<file path="config.mk">
export PLATFORM = sky130hd
export DESIGN_NAME = smc_top
export DESIGN_NICKNAME = d
export VERILOG_FILES = /design/src/logic/smc_pkg.sv /design/src/logic/smc_settle_if.sv /design/src/logic/smc_settle_timer.sv /design/src/logic/smc_top.sv
export SDC_FILE = /design/constraint.sdc
export NUM_CORES = 1
export LEC_CHECK = 0
export ABC_AREA = 0
export BUFFER_PORTS_ARGS = -buffer_cell sky130_fd_sc_hd__buf_2
export CORE_MARGIN = 5
export CORE_UTILIZATION = 32
export DETAILED_ROUTE_END_ITERATION = 6
export GPL_ROUTABILITY_DRIVEN = 0
export SLEW_MARGIN = 15
export SYNTH_ARGS = -nofsm -noshare
export SYNTH_HDL_FRONTEND = slang
export SYNTH_SLANG_ARGS = --single-unit
</file>
<file path="constraint.sdc">
create_clock -name core_clk_in -period 5.1 [get_ports core_clk_in]
set_input_delay 1.02 -clock core_clk_in [delete_from_list [all_inputs] [get_ports core_clk_in]]
set_output_delay 1.02 -clock core_clk_in [all_outputs]
set_load 0.02 [all_outputs]
</file>
<file path="src/logic/smc_pkg.sv">
// Shared constants and types of the sensor measurement control block
package smc_pkg;
	// Register indices; byte address is four times the index
	localparam logic [11:0] IDX_STATUS_CTRL  = 12'h040;
	localparam logic [11:0] IDX_MEASURE_CTRL = 12'h041;
	localparam logic [11:0] IDX_IRQ_STATUS   = 12'h048;
	localparam logic [11:0] IDX_IRQ_MASK     = 12'h049;
	localparam logic [11:0] IDX_SETTLE       = 12'h04A;
	// Field positions in status/control
	localparam int unsigned BIT_ACQ_START    = 4;
	localparam int unsigned BIT_LOW_POWER    = 3;
	// Field positions in measure control
	localparam int unsigned BIT_DIRECT_ON    = 7;
	localparam int unsigned BIT_CAPTURE      = 6;
	localparam int unsigned BIT_CHAN_HI      = 5;
	localparam int unsigned BIT_CHAN_LO      = 4;
	localparam int unsigned BIT_PARITY       = 3;
	// Interrupt status bits
	localparam int unsigned IRQ_DONE         = 0;
	localparam int unsigned IRQ_TRIG         = 1;
	localparam int unsigned IRQ_PARITY       = 2;
	// Reset values
	localparam logic [7:0]  RST_CTRL         = 8'h00;
	localparam logic [7:0]  RST_MASK         = 8'h00;
	localparam logic [7:0]  RST_SETTLE       = 8'h00;
	// Bus answers
	localparam logic [1:0]  RESP_OKAY        = 2'h0;
	localparam logic [1:0]  RESP_SLVERR      = 2'h2;
	// Settle timing base: one medium oscillator period in core cycles
	localparam int unsigned CLK_PERIOD_NS    = 50;
	localparam int unsigned MFO_PERIOD_NS    = 8000;
	localparam int unsigned MFO_CYCLES       = MFO_PERIOD_NS / CLK_PERIOD_NS;
	// Multiplexer channels
	typedef enum logic [1:0] {
		CH_PRESSURE = 2'h0,
		CH_ACCEL_S  = 2'h1,
		CH_ACCEL_N  = 2'h2,
		CH_AUX      = 2'h3
	} smc_chan_t;
	// Sequencer states
	typedef enum logic [1:0] {
		FSM_IDLE   = 2'h0,
		FSM_SETTLE = 2'h1,
		FSM_CONV   = 2'h2,
		FSM_LP     = 2'h3
	} smc_fsm_t;
endpackage

</file>
<file path="src/logic/smc_settle_if.sv">
// Carrier between the sequencer and the settle timer
`timescale 1ns/1ns
interface smc_settle_if;
	logic       start;  // Load and run the timer
	logic [4:0] ticks;  // Delay in oscillator periods
	logic       done;   // One-cycle pulse at expiry
	modport ctl (output start, output ticks, input done);
	modport tmr (input start, input ticks, output done);
endinterface

</file>
<file path="src/logic/smc_settle_timer.sv">
// Settle delay timer counting medium oscillator periods
`timescale 1ns/1ns
module smc_settle_timer #(
	parameter int unsigned DIV = smc_pkg::MFO_CYCLES  // Core cycles per period
) (
	input  wire logic  core_clk_in,  // Core clock
	input  wire logic  reset_n_in,   // Async reset, low
	smc_settle_if.tmr  tmr_if        // Start and expiry
);
	localparam int unsigned PW = $clog2(DIV);

	// Whole timer state
	typedef struct packed {
		logic          run;   // Counting
		logic [PW-1:0] pre;   // Prescaler
		logic [4:0]    rem;   // Periods left
		logic          done;  // Expiry pulse
	} smc_tmr_t;

	smc_tmr_t st_ff;   // Registered state
	smc_tmr_t nxt_st;  // Next state

	// Countdown; a new start restarts the delay from the top
	always_comb begin
		nxt_st = st_ff;
		nxt_st.done = 1'b0;
		if (tmr_if.start) begin
			nxt_st.run = 1'b1;
			nxt_st.pre = PW'(DIV - 1);
			nxt_st.rem = tmr_if.ticks;
		end else if (st_ff.run) begin
			if (st_ff.pre != '0) begin
				nxt_st.pre = st_ff.pre - 1'b1;
			end else if (st_ff.rem <= 5'h01) begin
				// Last period elapsed
				nxt_st.run = 1'b0;
				nxt_st.done = 1'b1;
			end else begin
				nxt_st.rem = st_ff.rem - 5'h01;
				nxt_st.pre = PW'(DIV - 1);
			end
		end
	end

	// State register
	always_ff @(posedge core_clk_in or negedge reset_n_in) begin
		if (!reset_n_in) begin
			st_ff <= '0;
		end else begin
			st_ff <= nxt_st;
		end
	end

	assign tmr_if.done = st_ff.done;
endmodule

</file>
<file path="src/logic/smc_top.sv">
// Sensor measurement control with AXI4-Lite register slave
// Functional notes
// - Start bit launches auto acquisition, powers stage
// - Start bit reads 1 while measuring
// - Low-power bit picks direct-mode variant
// - Direct enable refused while start bit set
// - Capture clears when low-power bit falls
// - Direct enable reads 1 in direct modes
// - Capture writes ignored during auto acquisition
// - Plain direct capture gives one trigger
// - Low-power capture stays, triggers repeat
// - Two-bit channel select drives multiplexer
// - Parity fault sets sticky status bit
// - First wait initial delay, later shorter; here the later delay comes from settle[7:4] on its own and can be longer
//
// Our own choice: the AXI4-Lite slave port.
`timescale 1ns/1ns
module smc_top (
	input  wire logic        core_clk_in,        // Core clock, 20 MHz
	input  wire logic        reset_n_in,         // Async reset, low
	input  wire logic [11:0] s_axi_awaddr_in,    // Write address
	input  wire logic        s_axi_awvalid_in,   // Write address valid
	output logic             s_axi_awready_out,  // Write address ready
	input  wire logic [31:0] s_axi_wdata_in,     // Write data
	input  wire logic [3:0]  s_axi_wstrb_in,     // Byte enables
	input  wire logic        s_axi_wvalid_in,    // Write data valid
	output logic             s_axi_wready_out,   // Write data ready
	output logic [1:0]       s_axi_bresp_out,    // Write answer
	output logic             s_axi_bvalid_out,   // Write answer valid
	input  wire logic        s_axi_bready_in,    // Write answer ready
	input  wire logic [11:0] s_axi_araddr_in,    // Read address
	input  wire logic        s_axi_arvalid_in,   // Read address valid
	output logic             s_axi_arready_out,  // Read address ready
	output logic [31:0]      s_axi_rdata_out,    // Read data
	output logic [1:0]       s_axi_rresp_out,    // Read answer
	output logic             s_axi_rvalid_out,   // Read data valid
	input  wire logic        s_axi_rready_in,    // Read data ready
	input  wire logic        adc_done_in,        // Conversion finished
	input  wire logic        parity_err_in,      // Internal parity fault
	output logic             c2v_power_out,      // Stage power enable
	output logic [1:0]       chan_sel_out,       // Multiplexer channel
	output logic             adc_trig_out,       // Conversion trigger pulse
	output logic             halt_ok_out,        // Deep halt allowed
	output logic             irq_out             // Interrupt level
);
	// Whole block state
	typedef struct packed {
		logic                aw_hold;    // Write address taken
		logic [11:0]         aw_addr;    // Held write address
		logic                w_hold;     // Write data taken
		logic [7:0]          w_data;     // Held low byte
		logic                w_en;       // Low lane enabled
		logic                bvalid;     // Write answer pending
		logic [1:0]          bresp;      // Write answer code
		logic                rvalid;     // Read answer pending
		logic [7:0]          rdata;      // Read byte
		logic [1:0]          rresp;      // Read answer code
		logic                acq_start;  // Auto acquisition busy
		logic                low_power;  // Low-power direct variant
		logic                direct_on;  // Direct mode enabled
		logic                capture;    // Capture trigger bit
		smc_pkg::smc_chan_t  chan;       // Channel select
		logic                parity;     // Parity fault flag
		logic [7:0]          irq_stat;   // Sticky event bits
		logic [7:0]          irq_mask;   // Event mask
		logic [7:0]          settle;     // Later/initial delay fields
		smc_pkg::smc_fsm_t   fsm;        // Sequencer state
		logic                adc_trig;   // Trigger pulse
	} smc_regs_t;

	smc_regs_t    st_ff;     // Registered state
	smc_regs_t    nxt_st;    // Next state
	smc_settle_if tmr_bus(); // Settle timer link

	logic         wr_fire;   // Write carried out this cycle
	logic         wr_st;     // Write to status/control
	logic         wr_ctl;    // Write to measure control
	logic [7:0]   wd;        // Byte being written
	logic         rd_fire;   // Read taken this cycle
	logic         lp_run;    // Low-power repeat allowed
	logic [4:0]   isd_ticks; // Initial delay periods
	logic [4:0]   sp_ticks;  // Later delay periods

	// Register index from a byte address
	function automatic logic [11:0] reg_idx(input logic [11:0] a);
		reg_idx = {2'h0, a[11:2]};
	endfunction

	smc_settle_timer u_timer (
		.core_clk_in (core_clk_in),
		.reset_n_in  (reset_n_in),
		.tmr_if      (tmr_bus.tmr)
	);

	// Bus decode shared by logic and checks
	assign wr_fire = st_ff.aw_hold && st_ff.w_hold && !st_ff.bvalid;
	assign wd = st_ff.w_en ? st_ff.w_data : 8'h00;
	assign wr_st = wr_fire && st_ff.w_en && reg_idx(st_ff.aw_addr) == smc_pkg::IDX_STATUS_CTRL;
	assign wr_ctl = wr_fire && st_ff.w_en && reg_idx(st_ff.aw_addr) == smc_pkg::IDX_MEASURE_CTRL;
	assign rd_fire = s_axi_arvalid_in && !st_ff.rvalid;
	assign lp_run = st_ff.low_power && st_ff.direct_on && st_ff.capture;
	assign isd_ticks = {1'b0, st_ff.settle[3:0]} + 5'h01;
	assign sp_ticks = {1'b0, st_ff.settle[7:4]} + 5'h01;

	// Next-state logic: bus, register effects, sequencer, events
	always_comb begin
		logic [7:0] rd;   // Read mux
		logic       hit;  // Read address mapped
		logic [7:0] ev;   // Events this cycle
		rd = 8'h00;
		hit = 1'b1;
		ev = 8'h00;
		nxt_st = st_ff;
		nxt_st.adc_trig = 1'b0;
		tmr_bus.start = 1'b0;
		tmr_bus.ticks = isd_ticks;

		// Channel capture; either order of address and data
		if (s_axi_awvalid_in && s_axi_awready_out) begin
			nxt_st.aw_hold = 1'b1;
			nxt_st.aw_addr = s_axi_awaddr_in;
		end
		if (s_axi_wvalid_in && s_axi_wready_out) begin
			nxt_st.w_hold = 1'b1;
			nxt_st.w_data = s_axi_wdata_in[7:0];
			nxt_st.w_en = s_axi_wstrb_in[0];
		end
		if (st_ff.bvalid && s_axi_bready_in) begin
			nxt_st.bvalid = 1'b0;
		end

		// Plain direct capture self-clears; with direct off it just drops
		if (st_ff.capture && !st_ff.low_power) begin
			nxt_st.adc_trig = st_ff.direct_on;
			nxt_st.capture = 1'b0;
		end

		// Register write once both halves are held
		if (wr_fire) begin
			nxt_st.aw_hold = 1'b0;
			nxt_st.w_hold = 1'b0;
			nxt_st.bvalid = 1'b1;
			nxt_st.bresp = smc_pkg::RESP_OKAY;
			unique case (reg_idx(st_ff.aw_addr))
				smc_pkg::IDX_STATUS_CTRL: begin
					if (wd[smc_pkg::BIT_ACQ_START] && st_ff.fsm == smc_pkg::FSM_IDLE &&
						!st_ff.acq_start && !st_ff.direct_on) begin
						nxt_st.acq_start = 1'b1;
					end
					nxt_st.low_power = st_ff.w_en ? wd[smc_pkg::BIT_LOW_POWER] : st_ff.low_power;
				end
				smc_pkg::IDX_MEASURE_CTRL: begin
					if (st_ff.w_en) begin
						if (!wd[smc_pkg::BIT_DIRECT_ON]) begin
							nxt_st.direct_on = 1'b0;
						end else if (!st_ff.acq_start) begin
							nxt_st.direct_on = 1'b1;
						end
						if (wd[smc_pkg::BIT_CAPTURE] && !st_ff.acq_start) begin
							nxt_st.capture = 1'b1;
						end
						nxt_st.chan = smc_pkg::smc_chan_t'(wd[smc_pkg::BIT_CHAN_HI:smc_pkg::BIT_CHAN_LO]);
						// Write one clears the fault flag
						if (wd[smc_pkg::BIT_PARITY]) begin
							nxt_st.parity = 1'b0;
						end
					end
				end
				smc_pkg::IDX_IRQ_MASK: begin
					nxt_st.irq_mask = st_ff.w_en ? wd : st_ff.irq_mask;
				end
				smc_pkg::IDX_SETTLE: begin
					nxt_st.settle = st_ff.w_en ? wd : st_ff.settle;
				end
				smc_pkg::IDX_IRQ_STATUS: begin
					// Read-only; write is accepted and has no effect
				end
				default: begin
					nxt_st.bresp = smc_pkg::RESP_SLVERR;
				end
			endcase
		end

		if (st_ff.low_power && !nxt_st.low_power) begin
			nxt_st.capture = 1'b0;
		end

		// Sequencer
		unique case (st_ff.fsm)
			smc_pkg::FSM_IDLE: begin
				if (st_ff.acq_start) begin
					tmr_bus.start = 1'b1;
					nxt_st.fsm = smc_pkg::FSM_SETTLE;
				end else if (lp_run) begin
					tmr_bus.start = 1'b1;
					nxt_st.fsm = smc_pkg::FSM_LP;
				end
			end
			smc_pkg::FSM_SETTLE: begin
				if (tmr_bus.done) begin
					nxt_st.adc_trig = 1'b1;
					nxt_st.fsm = smc_pkg::FSM_CONV;
				end
			end
			smc_pkg::FSM_CONV: begin
				if (adc_done_in) begin
					nxt_st.acq_start = 1'b0;
					ev[smc_pkg::IRQ_DONE] = 1'b1;
					nxt_st.fsm = smc_pkg::FSM_IDLE;
				end
			end
			smc_pkg::FSM_LP: begin
				if (!lp_run) begin
					// Exit returns to idle so re-entry sees initial delay
					nxt_st.fsm = smc_pkg::FSM_IDLE;
				end else if (tmr_bus.done) begin
					nxt_st.adc_trig = 1'b1;
					tmr_bus.start = 1'b1;
					tmr_bus.ticks = sp_ticks;
				end
			end
		endcase

		if (parity_err_in) begin
			nxt_st.parity = 1'b1;
			ev[smc_pkg::IRQ_PARITY] = 1'b1;
		end
		ev[smc_pkg::IRQ_TRIG] = nxt_st.adc_trig;

		// Read mux; only mapped fields are filled
		// reserved bits zero
		unique case (reg_idx(s_axi_araddr_in))
			smc_pkg::IDX_STATUS_CTRL: begin
				rd[smc_pkg::BIT_ACQ_START] = st_ff.acq_start;
				rd[smc_pkg::BIT_LOW_POWER] = st_ff.low_power;
			end
			smc_pkg::IDX_MEASURE_CTRL: begin
				rd[smc_pkg::BIT_DIRECT_ON] = st_ff.direct_on;
				rd[smc_pkg::BIT_CAPTURE] = st_ff.capture;
				rd[smc_pkg::BIT_CHAN_HI:smc_pkg::BIT_CHAN_LO] = st_ff.chan;
				rd[smc_pkg::BIT_PARITY] = st_ff.parity;
			end
			smc_pkg::IDX_IRQ_STATUS: rd = st_ff.irq_stat;
			smc_pkg::IDX_IRQ_MASK:   rd = st_ff.irq_mask;
			smc_pkg::IDX_SETTLE:     rd = st_ff.settle;
			default:                 hit = 1'b0;
		endcase

		// Sticky events; an interrupt status read clears, a same-cycle event survives
		nxt_st.irq_stat = st_ff.irq_stat | ev;
		if (rd_fire) begin
			nxt_st.rvalid = 1'b1;
			nxt_st.rdata = rd;
			nxt_st.rresp = hit ? smc_pkg::RESP_OKAY : smc_pkg::RESP_SLVERR;
			if (reg_idx(s_axi_araddr_in) == smc_pkg::IDX_IRQ_STATUS) begin
				nxt_st.irq_stat = ev;
			end
		end else if (st_ff.rvalid && s_axi_rready_in) begin
			nxt_st.rvalid = 1'b0;
		end
	end

	// State register; every field has a constant reset value
	always_ff @(posedge core_clk_in or negedge reset_n_in) begin
		if (!reset_n_in) begin
			st_ff <= '0;
			st_ff.irq_mask <= smc_pkg::RST_MASK;
			st_ff.settle <= smc_pkg::RST_SETTLE;
			st_ff.fsm <= smc_pkg::FSM_IDLE;
			st_ff.chan <= smc_pkg::CH_PRESSURE;
		end else begin
			st_ff <= nxt_st;
		end
	end

	// Ready terms stall a new transfer until the answer is gone
	assign s_axi_awready_out = !st_ff.aw_hold && !st_ff.bvalid;
	assign s_axi_wready_out = !st_ff.w_hold && !st_ff.bvalid;
	assign s_axi_arready_out = !st_ff.rvalid;
	assign s_axi_bvalid_out = st_ff.bvalid;
	assign s_axi_bresp_out = st_ff.bresp;
	assign s_axi_rvalid_out = st_ff.rvalid;
	assign s_axi_rdata_out = {24'h000000, st_ff.rdata};
	assign s_axi_rresp_out = st_ff.rresp;
	assign c2v_power_out = st_ff.acq_start || st_ff.direct_on;
	assign chan_sel_out = st_ff.chan;
	assign adc_trig_out = st_ff.adc_trig;
	assign halt_ok_out = st_ff.low_power;
	assign irq_out = |(st_ff.irq_stat & st_ff.irq_mask);
endmodule

</file>
# Yosys cells after proc, flatten, opt, wreduce, memory -nomap -nowiden
# Index checks and enable logic that the tools add are counted.
[word_totals]
ff_bits = 86
input_bits = 69
output_inout_bits = 47
word_cells = 163
[op_classes]
n_addsub = 4
order_cmp = 1
n_eq_ne = 21
n_mux = 62
bitwise_logic = 2
reduce_logical = 48
[op_table]
columns = ["op", "count"]
rows = [
  ["10-bit by 7-bit == test with 1-bit output (second input constant)", 10],
  ["8-bit two-way mux", 4],
  ["1-bit two-way mux", 31],
  ["13-bit two-way mux", 2],
  ["5-bit two-way mux", 5],
  ["2-bit nonzero test", 9],
  ["1-bit logical AND", 17],
  ["15-bit two-way mux", 1],
  ["14-bit two-way mux", 1],
  ["2-bit two-way mux", 7],
  ["3-bit one-hot mux with 4 select lines", 1],
  ["3-bit AND reduction", 4],
  ["4-bit AND reduction", 3],
  ["4-bit by 1-bit adder with 5-bit output (second input constant)", 2],
  ["10-bit two-way mux", 1],
  ["2-bit inequality test (second input constant)", 5],
  ["2-bit one-hot mux with 5 select lines", 1],
  ["5-bit OR reduction", 2],
  ["3-bit one-hot mux with 3 select lines", 1],
  ["8-bit AND", 1],
  ["1-bit zero test", 8],
  ["8-bit by 3-bit bitwise OR with 8-bit output", 1],
  ["2-bit one-hot mux with 4 select lines", 1],
  ["8-bit nonzero test", 1],
  ["16 further kinds", 19],
]

# Depth between registers and ports, before layout
# Gate-level depths: netlist (run 1).
[logic_depth]
ltp_word = 10
depth_mapped = 7
mapped_depth_nobuf = 6

# By module
# A second synthesis (run 1) with hierarchy kept.
[unflattened]
hier_cells = 402
area_unflattened_um2 = 4219.0
[modules_own_cells]
columns = ["mod", "instances", "cells_per_inst", "area_per_inst_um2", "seq_area_each_um2"]
rows = [
  ["smc_top", 1, 306, 3289.4, 1551.5],
  ["smc_settle_timer", 1, 96, 929.6, 375.4],
]

# Least setup slack after synthesis (run 1)
# OpenSTA, ideal clock, no wires.
[synth_path]
path_kind = "input-to-reg"
from = "input port s_axi_araddr_in[11]"
to = "register st_ff[19] in the netlist's numbering"
setup_time_ps = 121
arrival_time_ps = 2424
setup_slack_ps = 2555
cell_stages = 4
path_buffers = 0
path_cell_list = "or4b_2 > nor3_2 > nand3b_1 > a22o_1"
[synth_rtl]
columns = ["item", "line", "text"]
rows = [
  ["start: declaration", "smc_top.sv:31", "input wire logic [11:0] s_axi_araddr_in,"],
  ["end signal: assignment", "smc_top.sv:272", "st_ff <= nxt_st;"],
  ["end: declaration", "smc_top.sv:71", "smc_regs_t st_ff;"],
]

==> impl_metrics.json, run 1 <==
{
  "hp-class": "reg -> reg",
  "grt_first_pass_wirelength_microns": 14000,
  "wl_met3_microns": 601,
  "max_cap_viol_count": 0,
  "syn_to_final_growth_pct": 14.5,
  "cts_tree": "built",
  "cts_buffers": 9,
  "cp_data_arrival_time_ns": 2.83,
  "syn_inst": 366,
  "clkSinkCount": 77,
  "fin_worst_hold_slack_ns": 0.478,
  "cts_buffer_depth": 2,
  "initial_core_util_pct": 32.5,
  "viasPerCell": 4.78,
  "cts_setup_buffers": 0,
  "synth_seq_cells": 77,
  "ctsHoldBuffers": 0,
  "outcome": "completed",
  "timing.rr.start": "u_timer.st_ff[6]",
  "routed_wirelength_microns": 8610,
  "drc": 0,
  "max_clock_freq_mhz": 383,
  "via_count": 2818,
  "power_leakage_nw": 2.19,
  "yosys.cell_types.count": 52,
  "report.final.slew_viol_count": 0,
  "coreArea_sq_um": 12600,
  "row_count": 41,
  "root_buffer": "clkbuf_16",
  "insertion_delay_ns": 0.34,
  "syn_area_per_cell_sq_um": 11.2,
  "setup_tns_ns": 0,
  "numPortBuffers": 58,
  "cts.clk_slew.worst_paths_ns": 0.06,
  "nFillCells": 1254,
  "synthArstFlopShare_pct": 100,
  "synth-seq-area-share_pct": 47.2,
  "die_area_sq_um": 15100,
  "utilization_pct": 37.2,
  "p_per_area_nw_per_um2": 466,
  "skew_ns": 0.00864,
  "grt-ovfl-total": 0,
  "critPathLaunch": "s_axi_araddr_in[11]",
  "dp_slack_ns": 2.15,
  "wirelength_met1_microns": 3830,
  "hp-start": "s_axi_rdata_out[1]",
  "grt_pass1_vias": 2895,
  "cts.htree.levels": 3,
  "dpl_cell_area_sq_um": 4370,
  "grt_use_total_pct": 11.7,
  "tightest_slew_ns": 0.968,
  "ir_drop_mv": 0.310,
  "top_layer": "met4",
  "layout-drive-gt1-share_pct": 30.4,
  "die_w_microns": 123,
  "grt_max_degree": 78,
  "path_class": "in -> reg",
  "ant_nets": 0,
  "slew_headroom_pct": 35.5,
  "nets": 492,
  "crit_fanout": 9,
  "pin_count": 116,
  "required_ns": 5.32,
  "rsz0062_at_grt": "false",
  "met2_length_microns": 4000,
  "hpwl_microns": 6530,
  "synthFlopType": "dfrtp_1",
  "yosys_warnings": 0,
  "cts_resized": 0,
  "syn_area_sq_um": 4090,
  "finalHoldViolations": 0,
  "startpoint_type": "input pin",
  "antenna_cells": 0,
  "drt_iter0_markers": 160,
  "synth_edf_count": 0,
  "setup_viol": 0,
  "cp-end-kind": "flip-flop",
  "die_y_microns": 123,
  "post-route-period-util_pct": 51.2,
  "fin_crit_ns": 2.61,
  "fin_area_sq_um": 4680,
  "dr.pass1.iters": 4,
  "fin_ws_ns": 2.49,
  "antenna_found_initial": 0,
  "routedWlPerCell_microns": 14.6
}
where the power goes:
part           leakage (nW)  internal (W)  switching (W)  total [W]
clock network         0.149      0.000408       0.000246   0.000654
logic                  1.06      0.000275       0.000325   0.000600
registers             0.979      0.000775       0.000153   0.000928
state kept, by name, summed over array words and instances, names as in the netlist:
name,flops
s_axi_bvalid_out,1
adc_trig_out,1
u_timer.st_ff,14
s_axi_rvalid_out,1
u_timer.tmr_if.done,1
chan_sel_out,2
s_axi_rdata_out,8
st_ff,46
s_axi_bresp_out,1
s_axi_rresp_out,1
halt_ok_out,1
through the flow:
stage,power (W),instances
6_report,0.00218,590
2_1_floorplan,0.00139,391
4_1_cts,0.00221,590
5_1_grt,0.00233,590
3_3_place_gp,0.00151,574
3_5_place_dp,0.00154,574
cell usage after synthesis (5+ instances only):
cell type	count	area, sq um
or3_1	6	37.5
nor3_1	5	25.0
inv_1	20	75.1
xnor2_1	6	52.6
mux2i_1	16	160
nand2_1	19	71.3
nand3_1	7	35.0
ha_1	10	125
nand3b_1	5	37.5
a21oi_1	11	55.1
clkbuf_1	9	33.8
mux2_2	42	473
dfrtp_1	77	1930
nor2_1	10	37.5
o21ai_0	16	80.1
buf_4	38	285
path summary, 6_finish.rpt:
| check | endpoint | slack, ns | depth (start not counted) |
|---|---|---|---|
| worst min register to register | s_axi_rdata_out[1] | 0.48 | 2 |
| worst max register to register | u_timer.st_ff[2] | 2.68 | 6 |
| min in group asynchronous | st_ff[49] | 0.83 | 1 |
| worst min-delay path | s_axi_rdata_out[1] | 0.48 | 2 |
| worst max-delay path | st_ff[19] | 2.49 | 5 |
| max in group asynchronous | s_axi_rdata_out[4] | 3.63 | 1 |
cells in the final DEF (no fill, tap or decap), types with 11 or more instances in the layout:
cell / instances
mux2_2: 42
dfrtp_1: 77
mux2i_1: 16
o21ai_0: 16
a21oi_1: 11
conb_1: 26
nand2_1: 19
inv_1: 20
buf_2: 57
layer usage:
metal | vias to the layer above | global-route usage (%)
met5 | - | 0
met4 | 0 | 4.36
met3 | 18 | 4.62
met2 | 86 | 18.9
met1 | 1371 | 14.2
li1 | 1343 | -
critical path: stages:
cell	delay [ns]
buf_2	0.09
or4b_2	0.67
nor3_2	0.54
nand3b_1	0.26
a22o_1	0.24
cell type report:
class | count | area (sq um) | share of cell area, %
Clock buffer | 12 | 256 | 5.48
Tap cell | 172 | 215 | 4.60
Clock inverter | 4 | 55.1 | 1.18
Sequential cell | 77 | 1930 | 41.2
Multi-Input combinational cell | 247 | 1860 | 39.7
Timing Repair Buffer | 58 | 293 | 6.26
Inverter | 20 | 75.1 | 1.60
kinds of logic (layout without fill, tap and decap cells):
logic type	Yosys count	after routing	share of synthesized area, %
AO/OA/AOI/OAI	62	62	10.2
XOR/XNOR	8	8	1.71
adder cells (fa/ha/maj)	10	10	3.06
buffers and inverters	67	94	9.64
flip-flops	77	77	47.2
multiplexers	58	58	15.5
other	1	26	0.0918
AND/OR/NAND/NOR	83	83	12.6
(Power assumes the default switching activity.)
==> run 2, diff against run 1 <==
clock period = 2.4 ns   (was 5.1 ns; I/O delays follow)
==> run 2 against run 1 <==
Compared with the run above: sequential share of layout area decreased by 0.64 points; global-route usage increased by 0.16 points; combinational power increased by 120%; power increased by 120%; flip-flop and latch count unchanged; largest cell class unchanged.
==> impl_metrics.json, run 2 (synthesized netlist as in run 1, its figures left out) <==
{
  "outcome": "completed",
  "antenna_found_initial": 0,
  "wl_met3_microns": 613,
  "cts_tree": "built",
  "post-place-cells": 583,
  "skew_ns": 0.00799,
  "drc": 0,
  "cts_buffer_depth": 2,
  "fin_worst_hold_slack_ns": 0.120,
  "rsz0062_at_grt": "false",
  "crit_fanout": 6,
  "p_per_area_nw_per_um2": 988,
  "clkSinkCount": 77,
  "finalHoldViolations": 0,
  "antenna_cells": 0,
  "ant_nets": 0,
  "dr.pass1.iters": 5,
  "wirelength_met1_microns": 3830,
  "fin_ws_ns": 0.0912,
  "hp-class": "in -> async",
  "routedWlPerCell_microns": 14.5,
  "grt_use_total_pct": 11.9,
  "grt_pass1_vias": 2828,
  "pin_count": 116,
  "timing.rr.start": "u_timer.st_ff[6]",
  "setup_tns_ns": 0,
  "numPortBuffers": 58,
  "power_leakage_nw": 2.24,
  "layout-drive-gt1-share_pct": 31.6,
  "fin_crit_ns": 2.31,
  "cts.htree.levels": 3,
  "drt_iter0_markers": 69,
  "layout_common_cells": "dfrtp_1 (77), buf_2 (57), mux2_2 (42)",
  "final_common_cell": "dfrtp_1",
  "via_count": 2859,
  "rr_endpoint": "u_timer.st_ff[5]",
  "viasPerCell": 4.77,
  "die_area_sq_um": 15100,
  "grt-ovfl-total": 0,
  "met2_length_microns": 4180,
  "initial_core_util_pct": 32.5,
  "cp_data_arrival_time_ns": 2.52,
  "cp-end-kind": "flip-flop",
  "nFillCells": 1240,
  "startpoint_type": "flip-flop",
  "slew_headroom_pct": 63.0,
  "die_y_microns": 123,
  "routed_wirelength_microns": 8670,
  "reg2reg_depth": 6,
  "report.final.slew_viol_count": 0,
  "path_class": "reg -> reg",
  "rrSetupSlack_ns": 0.09,
  "regMostFlops": "st_ff",
  "top_layer": "met4",
  "grt_max_degree": 41,
  "final_cell_count_no_fill": 599,
  "cts.clk_slew.worst_paths_ns": 0.06,
  "max_cap_viol_count": 0,
  "tightest_slew_ns": 0.551,
  "ir_drop_mv": 0.553,
  "nets": 501,
  "coreArea_sq_um": 12600,
  "setup_viol": 0,
  "hpwl_microns": 6620,
  "syn_to_final_growth_pct": 16.4,
  "die_w_microns": 123,
  "cts_setup_buffers": 0,
  "max_clock_freq_mhz": 433,
  "largest_register_ffs": 46,
  "cts_buffers": 9,
  "required_ns": 2.61,
  "post-route-period-util_pct": 96.2,
  "row_count": 41,
  "ctsHoldBuffers": 0,
  "utilization_pct": 37.8,
  "insertion_delay_ns": 0.33,
  "root_buffer": "clkbuf_16",
  "dp_slack_ns": 0.132,
  "grt_first_pass_wirelength_microns": 14000,
  "cts_resized": 0
}
[run 2: cell count changes in the layout (fill, tap and decap cells not counted), sizes merged]
| cell | previous run | this run |
|---|---|---|
| clkinv | 1 | 2 |
| clkbuf | 12 | 11 |
| buf | 58 | 67 |
| bufinv | 1 | 2 |
| inv | 21 | 20 |
[run 2: critical path, cell delays in order, from the launching register on]
cell	delay, ns
dfrtp_1	0.40
inv_1	0.10
ha_1	0.21
or4b_1	0.56
nor4_1	0.30
mux2_2	0.37
mux2_2	0.26
[run 2: worst max-delay path by stage]
stage | start | end | slack [ns]
3_5_place_dp | u_timer.st_ff[6] | u_timer.st_ff[5] | 0.13
4_1_cts | u_timer.st_ff[6] | u_timer.st_ff[5] | 0.13
6_report | u_timer.st_ff[6] | u_timer.st_ff[5] | 0.09
5_1_grt | u_timer.st_ff[6] | u_timer.st_ff[5] | 0.01
2_1_floorplan | u_timer.st_ff[6] | u_timer.st_ff[5] | 0.24
3_3_place_gp | u_timer.st_ff[6] | u_timer.st_ff[5] | 0.14
[run 2: routing by layer]
metal / up-vias / global-route usage, %
met1: 1403 / 14.9
met2: 88 / 19.7
li1: 1361 / -
met3: 7 / 4.16
met4: 0 / 2.98
met5: - / 0
[run 2: per-stage QoR]
| stage | cell area [sq um] | power (W) |
|---|---|---|
| 3_3_place_gp | 4440 | 0.00323 |
| 4_1_cts | 4750 | 0.00475 |
| 3_5_place_dp | 4440 | 0.00330 |
| 2_1_floorplan | 4180 | 0.00296 |
| 5_1_grt | 4750 | 0.00502 |
| 6_report | 4750 | 0.00470 |
[run 2: final cells by class]
type,instances,area [sq um],share of cell area [%]
clock buffers,11,233,4.89
clock inverters,5,85.1,1.79
inverters,20,75.1,1.58
multi-input cells,247,1860,39.1
flip-flops and latches,77,1930,40.5
well taps,172,215,4.53
repair buffers,67,360,7.58
[run 2: power breakdown]
group          leakage [nW]  internal [W]  total (W)  switching [W]
Clock                 0.150      0.000914    0.00143       0.000518
Sequential            0.979       0.00165    0.00198       0.000331
Combinational          1.11      0.000597    0.00129       0.000690
==> run 3, diff against run 2 <==
--- a/config.mk
+++ b/config.mk
@@ -8,5 +8,4 @@
 export ABC_AREA = 0
 export BUFFER_PORTS_ARGS = -buffer_cell sky130_fd_sc_hd__buf_2
-export CORE_MARGIN = 5
 export CORE_UTILIZATION = 32
 export DETAILED_ROUTE_END_ITERATION = 6
@@ -15,3 +14,4 @@
 export SYNTH_ARGS = -nofsm -noshare
 export SYNTH_HDL_FRONTEND = slang
+export SYNTH_HIERARCHICAL = 1
 export SYNTH_SLANG_ARGS = --single-unit
==> constraint.sdc (replaced) <==
create_clock -name core_clk_in -period 2.4 [get_ports core_clk_in]
set_input_delay 0.12 -clock core_clk_in [delete_from_list [all_inputs] [get_ports core_clk_in]]
set_output_delay 0.12 -clock core_clk_in [all_outputs]
set_load 0.02 [all_outputs]
==> run 3 against run 2 <==
Compared with the run above: power down 16%; cell area up 6.2%; synthesized cell count up 9.8%; final cell count up 9.5%; hold slack worse by 0.11 ns; maximum frequency up 0.87%.
==> impl_metrics.json, run 3 <==
{
  "largest_register_ffs": 46,
  "dr.pass1.iters": 4,
  "cts.clk_slew.worst_paths_ns": 0.06,
  "die_w_microns": 117,
  "synth.most_common_cell": "dfrtp_1",
  "max_clock_freq_mhz": 437,
  "row_count": 41,
  "yosys.area.top_type": "dfrtp_1",
  "layout-drive-gt1-share_pct": 29.8,
  "fin_crit_ns": 2.29,
  "die_area_sq_um": 13600,
  "hpwl_microns": 6500,
  "final_cell_count_no_fill": 656,
  "max_cap_viol_count": 0,
  "routedWlPerCell_microns": 13.2,
  "p_per_area_nw_per_um2": 778,
  "layout_common_cells": "dfrtp_1 (77), buf_2 (57), nand2_1 (34)",
  "numPortBuffers": 58,
  "drt_iter0_markers": 193,
  "ant_nets": 0,
  "ir_drop_mv": 0.696,
  "syn_area_sq_um": 4220,
  "finalHoldViolations": 0,
  "pin_count": 116,
  "synth_seq_cells": 77,
  "synth_area_leaders": "dfrtp_1 (46%), mux2_2 (8.3%), buf_4 (6.9%)",
  "report.final.slew_viol_count": 0,
  "synth_edf_count": 0,
  "syn_to_final_growth_pct": 19.7,
  "root_buffer": "clkbuf_16",
  "post-route-period-util_pct": 95.4,
  "viasPerCell": 4.72,
  "min_path_cells": 2,
  "grt_first_pass_wirelength_microns": 14000,
  "crit_fanout": 12,
  "die_y_microns": 117,
  "regMostFlops": "st_ff",
  "cp-end-kind": "flip-flop",
  "startpoint_type": "flip-flop",
  "rr_endpoint": "u_timer/st_ff[8]",
  "routed_wirelength_microns": 8690,
  "synthFlopType": "dfrtp_1",
  "timing.rr.start": "st_ff[1]",
  "yosys.cell_types.count": 67,
  "slew_headroom_pct": 35.3,
  "grt_pass1_vias": 2949,
  "syn_inst": 402,
  "cts_setup_buffers": 0,
  "grt-ovfl-total": 0,
  "cts.htree.levels": 3,
  "post-place-cells": 626,
  "path_class": "reg -> reg",
  "cts_tree": "built",
  "coreArea_sq_um": 12700,
  "worst_hold_path.endpoint": "st_ff[68]",
  "hp-start": "s_axi_awaddr_in[10]",
  "synth-seq-area-share_pct": 45.7,
  "nets": 558,
  "antenna_found_initial": 0,
  "tightest_slew_ns": 0.970,
  "final_common_cell": "dfrtp_1",
  "initial_core_util_pct": 33.2,
  "antenna_cells": 0,
  "syn_area_per_cell_sq_um": 10.5,
  "yosysTopAreaCellShare_pct": 45.7,
  "grt_use_total_pct": 13.8,
  "hp-class": "in -> reg",
  "rrSetupSlack_ns": 0.11,
  "via_count": 3094,
  "synthArstFlopShare_pct": 100,
  "cts_buffers": 9,
  "setup_viol": 0,
  "power_leakage_nw": 2.45,
  "insertion_delay_ns": 0.34,
  "cp_data_arrival_time_ns": 2.50,
  "clkSinkCount": 77,
  "yosys-top-cells-count": "dfrtp_1 (77), buf_4 (39), nand2_1 (34)",
  "drc": 0,
  "cts_buffer_depth": 2,
  "setup_tns_ns": 0,
  "rsz0062_at_grt": "true",
  "grt_max_degree": 78,
  "yosys_warnings": 6,
  "skew_ns": 0.00910,
  "required_ns": 2.61,
  "reg2reg_depth": 11,
  "outcome": "completed"
}
## run 3: changes by cell type in the layout (fill, tap and decap cells not counted), sizes merged, moves of 5 or more
cell / previous run / this run
nand2: 19 / 34
dlygate4sd3: 0 / 14
inv: 20 / 32
mux2: 42 / 32
buf: 67 / 75
nor2: 10 / 17
o21ai: 16 / 22
a21oi: 11 / 16
## run 3: kinds of logic after synthesis
kind of cell             Yosys count  synth area share (%)
XOR/XNOR                           4                 0.831
other                              1                0.0889
flip-flops                        77                  45.7
multiplexers                      50                  12.9
AND/OR/NAND/NOR                  111                  15.4
adder cells (fa/ha/maj)           10                  2.97
AO/OA/AOI/OAI                     74                  11.7
buffers and inverters             75                  10.4
## run 3: area by class of cell
| type | instances | area, sq um |
|---|---|---|
| fill | 1294 | 7670 |
| multi-input combinational | 275 | 1950 |
| sequential | 77 | 1930 |
| timing repair buffer | 89 | 564 |
| clock buffer | 9 | 225 |
| tap | 172 | 215 |
| inverter | 27 | 101 |
| clock inverter | 7 | 66.3 |
## run 3: report_power, final
group	switching (W)	total, W	internal, W
clock network	0.000578	0.00131	0.000728
registers	0.000208	0.00173	0.00153
logic	0.000470	0.000891	0.000422
total	0.00125	0.00393	0.00268
## run 3: worst max-delay path: stages (launching register included)
cell     delay, ns
dfrtp_1       0.41
ha_1          0.22
nand2_1       0.09
nor2_2        0.05
a21oi_1       0.11
nor2_1        0.09
or4_4         0.46
o41ai_4       0.31
buf_6         0.19
inv_2         0.05
a21oi_1       0.13
a31oi_1       0.06
## run 3: how the worst max path moves through the flow
stage	from	end	cells after the start
after detailed placement	st_ff[1]	u_timer/st_ff[8]	11
after CTS	st_ff[1]	u_timer/st_ff[8]	11
after floorplan	st_ff[1]	u_timer/st_ff[2]	9
after global placement	st_ff[1]	u_timer/st_ff[8]	11
after global routing	st_ff[1]	u_timer/st_ff[8]	11
final	st_ff[1]	u_timer/st_ff[8]	11
## run 3: stage by stage
step	power [W]	instance area [sq um]	util, %	setup WS, ns	hold slack, ns
final	0.00393	5050	39.7	0.111	0.0123
after global routing	0.00419	5050	39.7	-0.00963	0.00623
after CTS	0.00401	5050	39.7	0.0728	0.00135
after detailed placement	0.00266	4610	36.3	0.0847	0.310
after global placement	0.00261	4610	36.3	0.135	0.306
after floorplan	0.00239	4320	-	0.0856	-0.176
## run 3: metal layers
layer / share of wire, % / vias to the layer above / GRT usage (%)
met3: 5.9 / 8 / 4.38
li1: - / 1516 / -
met5: 0 / - / 0
met4: 0.97 / 0 / 6.50
met2: 46 / 84 / 22.2
met1: 47 / 1486 / 16.8
## run 3: what timing repair did
item | CTS | global route
resized for setup | 0 | 1
hold endpoints to repair | 83 | 0
setup endpoints to repair | 0 | 5
hold buffers | 14 | 0
